$ cat config.mk
export PLATFORM = sky130hd
export DESIGN_NAME = ofp_regs
export DESIGN_NICKNAME = d
export VERILOG_FILES = /design/src/rtl/ofp_pkg.sv /design/src/rtl/ofp_regs.sv
export SDC_FILE = /design/constraint.sdc
export NUM_CORES = 1
export LEC_CHECK = 0
export BUFFER_PORTS_ARGS = -buffer_cell sky130_fd_sc_hd__buf_4
export CELL_PAD_IN_SITES_DETAIL_PLACEMENT = 1
export CELL_PAD_IN_SITES_GLOBAL_PLACEMENT = 1
export CORE_MARGIN = 8
export CORE_UTILIZATION = 45
export CTS_CLUSTER_DIAMETER = 100
export DETAILED_ROUTE_END_ITERATION = 10
export GPL_ROUTABILITY_DRIVEN = 0
export PLACE_DENSITY = 0.83
export SLEW_MARGIN = 20
export SYNTH_ARGS = -nofsm -noshare
export SYNTH_HDL_FRONTEND = slang
export SYNTH_SLANG_ARGS = --single-unit
export TNS_END_PERCENT = 1
$ cat constraint.sdc
create_clock -name core_clk -period 4.9 [get_ports core_clk]
set_input_delay 0.245 -clock core_clk [delete_from_list [all_inputs] [get_ports core_clk]]
set_output_delay 0.245 -clock core_clk [all_outputs]
set_load 0.01 [all_outputs]
$ cat src/rtl/ofp_pkg.sv
// Register map, field layout and reset values of the oscillator pull control registers
package ofp_pkg;
  // Register indices on the serial bus
  localparam logic [7:0]  OFP_REG_LOWER     = 8'h00;
  localparam logic [7:0]  OFP_REG_UPPER     = 8'h01;
  localparam logic [7:0]  OFP_REG_RANGE     = 8'h02;
  // Field positions
  localparam int          OFP_OE_BIT        = 10;
  localparam int          OFP_UPPER_MSB     = 9;
  localparam int          OFP_RANGE_MSB     = 3;
  localparam int          OFP_WORD_W        = 26;
  localparam int          OFP_LOWER_W       = 16;
  // Reset values
  localparam logic [15:0] OFP_LOWER_RST     = 16'h0000;
  localparam logic [9:0]  OFP_UPPER_RST     = 10'h000;
  localparam logic        OFP_OE_RST        = 1'b0;
  localparam logic [25:0] OFP_WORD_RST      = 26'h0000000;
  // Serial engine states
  typedef enum logic [3:0] {
    OFP_IDLE,
    OFP_DEVADDR,
    OFP_DEVACK,
    OFP_REGADDR,
    OFP_REGACK,
    OFP_WDATA,
    OFP_WACK,
    OFP_RDATA,
    OFP_RACK
  } ofp_state_t;
endpackage

$ cat src/rtl/ofp_regs.sv
// Serial-bus register bank holding the frequency offset, output enable and pull range
// Behaviour
// - Bits 15:11 of the upper register read as zero and writes to them are dropped.
// - Bit 10 of the upper register is the software output enable, reset 0, 1 turns the driver on.
// - The software enable bit is written and used only in software enable mode, else the pin rules.
// - The 26-bit offset word is upper bits 9:0 above the 16-bit lower word.
// - All 26 offset bits reset to zero so the output starts at nominal.
// - The offset word is a signed two's-complement value.
// - A frequency change starts only on an upper write and applies the whole 26-bit word.
// - Bits 15:4 of the pull range register read as zero and writes to them are dropped.
// - Pull range code 3:0 selects sixteen half ranges from 6.25ppm up to 3200ppm.
// - The pull range code loads a factory value at reset and software may overwrite it.
// - Registers move as 16 bits, high byte first, with auto-incrementing register address.
module ofp_regs
  import ofp_pkg::*;
#(
  parameter logic [6:0] DEV_ADDR      = 7'h60,  // Arbitrary default bus address
  parameter logic [3:0] FACTORY_RANGE = 4'h0    // Factory pull range code
) (
  // Clock, reset, enable
  input  wire logic                 core_clk,
  input  wire logic                 rst_n,
  input  wire logic                 ce,
  // Serial bus pins
  input  wire logic                 scl_in,
  input  wire logic                 sda_in,
  output logic                      sda_out,
  output logic                      sda_oe,
  // Output enable control
  input  wire logic                 oe_sw_mode,
  input  wire logic                 oe_pin,
  output logic                      out_drive_en,
  // Oscillator control
  output logic signed [25:0]        freq_offset_word,
  output logic                      freq_update,
  output logic [3:0]                pull_range_code
);

  // Synchronisers and edge history
  logic             scl_m;
  logic             scl_s;
  logic             scl_d;
  logic             sda_m;
  logic             sda_s;
  logic             sda_d;
  logic             oe_pin_m;
  logic             oe_pin_s;

  // Engine and register state
  ofp_state_t       state;
  ofp_state_t       next_state;
  logic [3:0]       cnt;
  logic [3:0]       next_cnt;
  logic [7:0]       shift;
  logic [7:0]       next_shift;
  logic [7:0]       ptr;
  logic [7:0]       next_ptr;
  logic             hi;
  logic             next_hi;
  logic [7:0]       hold;
  logic [7:0]       next_hold;
  logic [15:0]      lower_offset_part;
  logic [15:0]      next_lower;
  logic [9:0]       upper_offset_part;
  logic [9:0]       next_upper;
  logic             oe_bit;
  logic             next_oe_bit;
  logic [25:0]      next_word;
  logic             next_update;
  logic [3:0]       next_range;
  logic             next_sda_oe;
  logic             next_drive;

  // Decoded bus events
  logic             scl_rise;
  logic             scl_fall;
  logic             bus_start;
  logic             bus_stop;
  logic [15:0]      rd_word;
  logic [7:0]       tx_byte;
  logic [15:0]      ahead_word;

  // Read view of a register; unmapped addresses and unused bits read zero
  function automatic logic [15:0] reg_read(input logic [7:0] a, input logic [15:0] lo,
                                           input logic [9:0] up, input logic oe,
                                           input logic [3:0] rng);
    logic [15:0] v;
    v = 16'h0000;
    case (a)
      OFP_REG_LOWER: v = lo;
      OFP_REG_UPPER: v = {5'h00, oe, up};
      OFP_REG_RANGE: v = {12'h000, rng};
      default:       v = 16'h0000;
    endcase
    return v;
  endfunction

  // Pins cross into the core clock through two flops before any use
  always_ff @(posedge core_clk) begin
    if (!rst_n) begin
      scl_m    <= 1'b1;
      scl_s    <= 1'b1;
      scl_d    <= 1'b1;
      sda_m    <= 1'b1;
      sda_s    <= 1'b1;
      sda_d    <= 1'b1;
      oe_pin_m <= 1'b0;
      oe_pin_s <= 1'b0;
    end else if (ce) begin
      scl_m    <= scl_in;
      scl_s    <= scl_m;
      scl_d    <= scl_s;
      sda_m    <= sda_in;
      sda_s    <= sda_m;
      sda_d    <= sda_s;
      oe_pin_m <= oe_pin;
      oe_pin_s <= oe_pin_m;
    end
  end

  // Edge and condition detection works only on the second stage and later
  assign scl_rise  = scl_s & ~scl_d;
  assign scl_fall  = ~scl_s & scl_d;
  assign bus_start = scl_s & scl_d & sda_d & ~sda_s;
  assign bus_stop  = scl_s & scl_d & ~sda_d & sda_s;
  assign rd_word   = reg_read(ptr, lower_offset_part, upper_offset_part, oe_bit, pull_range_code);
  assign tx_byte   = hi ? rd_word[15:8] : rd_word[7:0];
  // Word whose next byte goes out after a master ACK; a bit-select of a call result is not legal
  assign ahead_word = reg_read(hi ? ptr : ptr + 8'h01, lower_offset_part, upper_offset_part,
                               oe_bit, pull_range_code);

  // Next-state logic of the serial engine and the registers
  always_comb begin
    next_state  = state;
    next_cnt    = cnt;
    next_shift  = shift;
    next_ptr    = ptr;
    next_hi     = hi;
    next_hold   = hold;
    next_lower  = lower_offset_part;
    next_upper  = upper_offset_part;
    next_oe_bit = oe_bit;
    next_word   = freq_offset_word;
    next_update = 1'b0;
    next_range  = pull_range_code;
    next_sda_oe = sda_oe;
    next_drive  = oe_sw_mode ? oe_bit : oe_pin_s;
    if (bus_stop) begin
      next_state  = OFP_IDLE;
      next_sda_oe = 1'b0;
    end else if (bus_start) begin
      // Repeated start is handled like a fresh one
      next_state  = OFP_DEVADDR;
      next_cnt    = 4'h0;
      next_sda_oe = 1'b0;
    end else if (scl_rise) begin
      case (state)
        OFP_DEVADDR, OFP_REGADDR, OFP_WDATA, OFP_RDATA: begin
          next_shift = {shift[6:0], sda_s};
          next_cnt   = cnt + 4'h1;
        end
        OFP_RACK: begin
          // A master NACK ends the read; we wait for stop or start
          if (sda_s) begin
            next_state = OFP_IDLE;
          end
        end
        default: begin
          next_cnt = cnt;
        end
      endcase
    end else if (scl_fall) begin
      case (state)
        OFP_DEVADDR: begin
          if (cnt == 4'h8) begin
            if (shift[7:1] == DEV_ADDR) begin
              next_state  = OFP_DEVACK;
              next_sda_oe = 1'b1;
              next_hi     = 1'b1;
            end else begin
              next_state  = OFP_IDLE;                    // Address mismatch is NACKed
            end
          end
        end
        OFP_DEVACK: begin
          next_cnt = 4'h0;
          if (shift[0]) begin
            next_state  = OFP_RDATA;
            next_sda_oe = ~tx_byte[7];
          end else begin
            next_state  = OFP_REGADDR;
            next_sda_oe = 1'b0;
          end
        end
        OFP_REGADDR: begin
          if (cnt == 4'h8) begin
            next_ptr    = shift;
            next_hi     = 1'b1;
            next_state  = OFP_REGACK;
            next_sda_oe = 1'b1;
          end
        end
        OFP_REGACK, OFP_WACK: begin
          next_state  = OFP_WDATA;
          next_cnt    = 4'h0;
          next_sda_oe = 1'b0;
        end
        OFP_WDATA: begin
          if (cnt == 4'h8) begin
            next_state  = OFP_WACK;
            next_sda_oe = 1'b1;
            if (hi) begin
              next_hold = shift;
              next_hi   = 1'b0;
            end else begin
              next_hi  = 1'b1;
              next_ptr = ptr + 8'h01;
              case (ptr)
                OFP_REG_LOWER: begin
                  next_lower = {hold, shift};
                end
                OFP_REG_UPPER: begin
                  next_upper  = {hold[1:0], shift};
                  if (oe_sw_mode) begin
                    next_oe_bit = hold[OFP_OE_BIT - 8];
                  end
                  next_word   = {hold[1:0], shift, lower_offset_part};
                  next_update = 1'b1;
                end
                OFP_REG_RANGE: begin
                  next_range = shift[OFP_RANGE_MSB:0];
                end
                default: begin
                  next_ptr = ptr + 8'h01;
                end
              endcase
            end
          end
        end
        OFP_RDATA: begin
          if (cnt == 4'h8) begin
            next_state  = OFP_RACK;
            next_sda_oe = 1'b0;
          end else begin
            next_sda_oe = ~tx_byte[3'd7 - cnt[2:0]];
          end
        end
        OFP_RACK: begin
          // Master acknowledged: step to the next byte, advancing after the low byte
          next_cnt = 4'h0;
          next_hi  = ~hi;
          if (!hi) begin
            next_ptr = ptr + 8'h01;
          end
          next_state  = OFP_RDATA;
          next_sda_oe = ~(hi ? ahead_word[7] : ahead_word[15]);
        end
        default: begin
          next_sda_oe = 1'b0;
        end
      endcase
    end
  end

  // Registered state; outputs all leave from here
  always_ff @(posedge core_clk) begin
    if (!rst_n) begin
      state             <= OFP_IDLE;
      cnt               <= 4'h0;
      shift             <= 8'h00;
      ptr               <= 8'h00;
      hi                <= 1'b1;
      hold              <= 8'h00;
      lower_offset_part <= OFP_LOWER_RST;
      upper_offset_part <= OFP_UPPER_RST;
      oe_bit            <= OFP_OE_RST;
      freq_offset_word  <= OFP_WORD_RST;
      freq_update       <= 1'b0;
      pull_range_code   <= FACTORY_RANGE;
      sda_oe            <= 1'b0;
      sda_out           <= 1'b0;
      out_drive_en      <= 1'b0;
    end else if (ce) begin
      state             <= next_state;
      cnt               <= next_cnt;
      shift             <= next_shift;
      ptr               <= next_ptr;
      hi                <= next_hi;
      hold              <= next_hold;
      lower_offset_part <= next_lower;
      upper_offset_part <= next_upper;
      oe_bit            <= next_oe_bit;
      freq_offset_word  <= next_word;
      freq_update       <= next_update;
      pull_range_code   <= next_range;
      sda_oe            <= next_sda_oe;
      sda_out           <= 1'b0;                         // Open drain: only ever pulls low
      out_drive_en      <= next_drive;
    end
  end

endmodule

==> results of run 1 <==
==> worst paths after layout <==
kind	from	to	cells past startpoint
worst max-delay path	state[2]	lower_offset_part[4]	6
worst min-delay path	sda_in	sda_m	3
worst max register to register	state[2]	lower_offset_part[4]	6
worst min register to register	lower_offset_part[1]	lower_offset_part[1]	2
==> placed cells by master, fill, tap and decap left out, types with 15 or more instances in the layout <==
master,instances
a21oi_1,18
buf_4,41
dfxtp_1,91
mux2i_1,52
nand2_1,62
nand3_1,19
nor2_1,15
nor2b_1,54
nor3_1,16
o21ai_0,27
==> sequential cells by signal (all words and copies together) (netlist names) <==
signal             cells
scl_m                  1
oe_bit                 1
sda_s                  1
scl_s                  1
shift                  8
pull_range_code        4
hold                   8
sda_m                  1
scl_d                  1
oe_pin_s               1
out_drive_en           1
sda_oe                 1
sda_d                  1
lower_offset_part     16
oe_pin_m               1
freq_update            1
state                  4
cnt                    4
freq_offset_word      26
ptr                    8
hi                     1
==> layer usage <==
metal	share of wire	vias up	routed length (µm)	global-route usage
met4	0.017	0	224	0.0734
met1	0.46	2008	6020	0.234
met5	0	-	0	0
li1	-	1940	-	-
met3	0.031	22	410	0.0263
met2	0.49	70	6510	0.310
==> cells in the mapped netlist, types with 4 or more instances <==
cell / count
o211ai_1: 6
ha_1: 9
nand2_1: 62
a21boi_1: 5
nor2b_1: 54
mux2i_1: 52
a21oi_1: 18
nor2_1: 15
and2_1: 8
nand3_1: 19
a21boi_2: 10
clkbuf_1: 32
inv_1: 12
o2111ai_1: 4
nor3_1: 16
nand2_2: 10
dfxtp_1: 91
a22oi_1: 7
a21boi_0: 7
o21ai_0: 27
==> stage by stage <==
stage	power [mW]	worst slack, ns	cells	utilization	hold WS, ns
after floorplan	0.806	2.73	549	-	0.373
after global placement	0.818	2.27	685	0.475	0.450
after detailed placement	0.820	2.14	685	0.475	0.460
after CTS	1.28	2.04	701	0.491	0.0836
after global routing	1.32	1.81	701	0.491	0.0949
final	1.28	2.01	701	0.491	0.0883
==> critical path, cell delays in order, from the launching register on <==
cell       delay (ns)
dfxtp_1          0.66
nor4bb_1         0.38
o2111ai_1        0.32
nor3_4           0.34
and2_1           0.74
nand2_1          0.16
a21boi_1         0.21
==> kinds of logic after synthesis <==
| family | after synthesis | share of synthesized area |
|---|---|---|
| AND/OR/NAND/NOR | 217 | 0.245 |
| AO/OA/AOI/OAI | 117 | 0.173 |
| flip-flops | 91 | 0.377 |
| buffers and inverters | 57 | 0.0625 |
| multiplexers | 53 | 0.110 |
| adder cells (fa/ha/maj) | 9 | 0.0233 |
| XOR/XNOR | 4 | 0.00726 |
| other | 1 | 0.000777 |
==> cell type report <==
type | instances | area [µm²] | share of cell area
multi-input cells | 401 | 2710 | 0.519
flip-flops and latches | 91 | 1820 | 0.348
repair buffers | 41 | 308 | 0.0588
well taps | 140 | 175 | 0.0335
clock buffers | 10 | 128 | 0.0244
inverters | 12 | 45.0 | 0.00861
clock inverters | 6 | 40.0 | 0.00765
==> power by group through the flow <==
stage | registers (mW) | clock network, mW | logic [mW]
6_report | 0.747 | 0.476 | 0.0561
5_1_grt | 0.748 | 0.514 | 0.0621
4_1_cts | 0.748 | 0.480 | 0.0562
3_5_place_dp | 0.765 | 0 | 0.0555
3_3_place_gp | 0.764 | 0 | 0.0539
2_1_floorplan | 0.763 | 0 | 0.0426
==> results_dict.tcl, run 1 <==
set metrics [dict create \
    crit_required_ns 5.20 \
    synth_edf_count 0 \
    p_per_area_nw_per_um2 245 \
    syn_to_final_growth_pct 8.34 \
    drt_pass1_iterations 4 \
    crit_path_end_kind "flop" \
    dpl-instance-area_um2 5060 \
    dieArea_um2 14300 \
    rsz0062_at_grt "no" \
    synth-seq-area-share 0.377 \
    drive_gt1_frac 0.155 \
    worst_pin_slew_ns 1.07 \
    die_h_um 120 \
    synth_top_area_cell "dfxtp_1" \
    critPathKind "flop to flop" \
    grt_max_degree 98 \
    vias 4040 \
    grt-ovfl-total 0 \
    drc 0 \
    arrival_ns 3.19 \
    fin_area_um2 5230 \
    intPower_mw 0.951 \
    maxCapViolations 0 \
    routed_wirelength_um 13200 \
    final_net_count 572 \
    setup_violations 0 \
    io_pins 41 \
    drt_first_iter_violations 178 \
    period_needed_ns 2.89 \
    port-buffer-count 39 \
    die_w_um 120 \
    synth_nets 565 \
    clk_latency_ns 0.38 \
    num_rows 38 \
    wl_per_cell_um 18.8 \
    cts_resized 0 \
    hpwl_um 8950 \
    combinationalPowerShare 0.044 \
    period_share 0.590 \
    cts_tree "yes" \
    min_path_type "input port to flop" \
    ys_types 69 \
    grt_pass1_wl_um 21700 \
    postCtsSetupBuffers 0 \
    h-tree-depth 3 \
    initial_core_util 0.453 \
    synth_top_area_frac 0.377 \
    clk_pin_slew_ns 0.10 \
    viasPerCell 5.76 \
    synth.area.top_cells "dfxtp_1, mux2i_1, nor2b_1" \
    antenna_found_initial 0 \
    synth_seq_cells 91 \
    core_area_um2 10700 \
    leakage_nw 1.93 \
    startpoint_type "flop" \
    grt_pass1_vias 4145 \
    setup-tns-final_ns 0 \
    power_switching_mw 0.328 \
    cts_hold_buf 0 \
    clockRootBuffer "clkbuf_8" \
    numCtsBuffers 9 \
    swShare 0.256 \
    slew_headroom 0.283 \
    grt_use_total 0.185 \
    clock.fmax_mhz 346 \
    syn_area_per_cell_um2 8.79 \
    drv_slew 0 \
    syn_area_um2 4830 \
    r2r_setup_slack_ns 2.01 \
    p_seq_frac 0.584 \
    clkSinkCount 91 \
    finClkSkew_ns 0.0125 \
    clockPowerShare 0.372 \
    crit_fanout 16 \
    syn_inst 549 \
    vdd_drop_max_uv 180 \
    n_fill_cell 1276 \
    async_flop_share 0 \
    clockBufferDepth 2 \
    status "finished clean" \
    antenna_cells 0 \
    synth_ff_type "dfxtp_1" \
    hold_viol 0 \
    ant_nets 0 \
    synth_warnings 0 \
]
Power figures use the tool's default switching activity.
==> inputs of run 2 (changes only) <==
clock period = 3 ns   (was 4.9 ns; I/O delays follow)
==> run 2 against run 1 <==
Critical path depth stayed put; non-clock buffer count is 6 higher; routed wire length is 1.1% higher; highest routed layer unchanged.
==> results_dict.tcl, run 2 (synthesis results as in run 1) <==
set metrics [dict create \
    grt_use_total 0.186 \
    grt_pass1_wl_um 22000 \
    r2r_start "state[1]" \
    slew_headroom 0.350 \
    setup-tns-final_ns 0 \
    layout_common_cells "dfxtp_1, nand2_1, nor2b_1" \
    crit_path_start "state[1]" \
    h-tree-depth 3 \
    ant_nets 0 \
    r2r_setup_slack_ns 0.34 \
    p_per_area_nw_per_um2 423 \
    fin_ws_ns 0.340 \
    min_path_type "input port to flop" \
    io_pins 41 \
    grt_max_degree 57 \
    period_needed_ns 2.66 \
    reg2reg_to "lower_offset_part[14]" \
    clk_latency_ns 0.37 \
    cts_tree "yes" \
    postCtsSetupBuffers 0 \
    worst_pin_slew_ns 0.974 \
    rsz0062_at_grt "no" \
    regMostFlops "freq_offset_word" \
    multi_input_comb_area_um2 2720 \
    routed_wirelength_um 13300 \
    drive_gt1_frac 0.164 \
    period_share 0.887 \
    viasPerCell 5.70 \
    crit_fanout 17 \
    leakage_nw 1.98 \
    final_common_cell "dfxtp_1" \
    crit_end "lower_offset_part[14]" \
    r2r_cells 6 \
    hold_viol 0 \
    clockRootBuffer "clkbuf_8" \
    port-buffer-count 39 \
    finClkSkew_ns 0.00966 \
    reg.largest.list "freq_offset_word: 26 flops, lower_offset_part: 16 flops" \
    dieArea_um2 14300 \
    place_ws_ns 0.312 \
    clock.fmax_mhz 376 \
    arrival_ns 2.92 \
    largest_reg_flops 26 \
    drt_pass1_iterations 4 \
    drc 0 \
    numCtsBuffers 9 \
    hpwl_um 9280 \
    vias 4028 \
    clockBufferDepth 2 \
    grt-ovfl-total 0 \
    n_fill_cell 1283 \
    status "finished clean" \
    hold_depth 3 \
    critPathKind "flop to flop" \
    num_rows 38 \
    core_area_um2 10700 \
    final_net_count 578 \
    crit_path_end_kind "flop" \
    maxCapViolations 0 \
    die_h_um 120 \
    grt_pass1_vias 4151 \
    antenna_cells 0 \
    setup_violations 0 \
    crit_required_ns 3.26 \
    vdd_drop_max_uv 254 \
    startpoint_type "flop" \
    syn_to_final_growth_pct 10.8 \
    seqCellArea_um2 1820 \
    antenna_found_initial 0 \
    die_w_um 120 \
    drt_first_iter_violations 283 \
    wl_per_cell_um 18.8 \
    drv_slew 0 \
    initial_core_util 0.453 \
    clkSinkCount 91 \
    clk_pin_slew_ns 0.09 \
]
[run 2: cell type report]
| cell class | instances | share of cell area |
|---|---|---|
| multi-input cells | 401 | 0.508 |
| inverters | 12 | 0.00842 |
| repair buffers | 47 | 0.0687 |
| clock buffers | 11 | 0.0264 |
| flip-flops and latches | 91 | 0.340 |
| clock inverters | 5 | 0.0157 |
| well taps | 140 | 0.0327 |
[run 2: power breakdown]
part | switching, mW | internal (mW)
Clock | 0.451 | 0.496
Sequential | 0.00662 | 1.21
Combinational | 0.0560 | 0.0393
[run 2: critical path, stage by stage, from the launching register on]
cell and delay [ns]:
dfxtp_1 0.51, nor4bb_1 0.55, o2111ai_1 0.40, nor3_4 0.36, nand2_1 0.42, nand2_1 0.23
a21boi_2 0.07
[run 2: worst min path at each step]
stage	from	end	slack (ns)
3_5_place_dp	scl_in	scl_m	0.38
6_report	sda_in	sda_m	0.01
2_1_floorplan	scl_in	scl_m	0.28
3_3_place_gp	scl_in	scl_m	0.37
5_1_grt	sda_in	sda_m	0.03
4_1_cts	sda_in	sda_m	0.01
[run 2: per-stage QoR]
step	hold slack (ns)	util	power [mW]	area (µm²)	instances
6_report	0.0108	0.502	2.26	5350	707
2_1_floorplan	0.278	-	1.32	4830	549
5_1_grt	0.0335	0.502	2.34	5350	707
3_5_place_dp	0.384	0.480	1.34	5110	690
3_3_place_gp	0.369	0.480	1.34	5110	690
4_1_cts	0.0114	0.502	2.28	5350	707
[run 2: what timing repair did]
action                     4_1_cts  5_1_grt
gates resized for setup          0        1
setup endpoints to repair        0        1
hold endpoints to repair         1        0
hold buffers                     1        0
[run 2: per-layer routing]
layer / vias to the layer above / part of all wire / GRT usage
met5: - / 0 / 0
met3: 21 / 0.034 / 0.0343
li1: 1950 / - / -
met2: 62 / 0.49 / 0.311
met1: 1995 / 0.45 / 0.235
met4: 0 / 0.020 / 0.0695
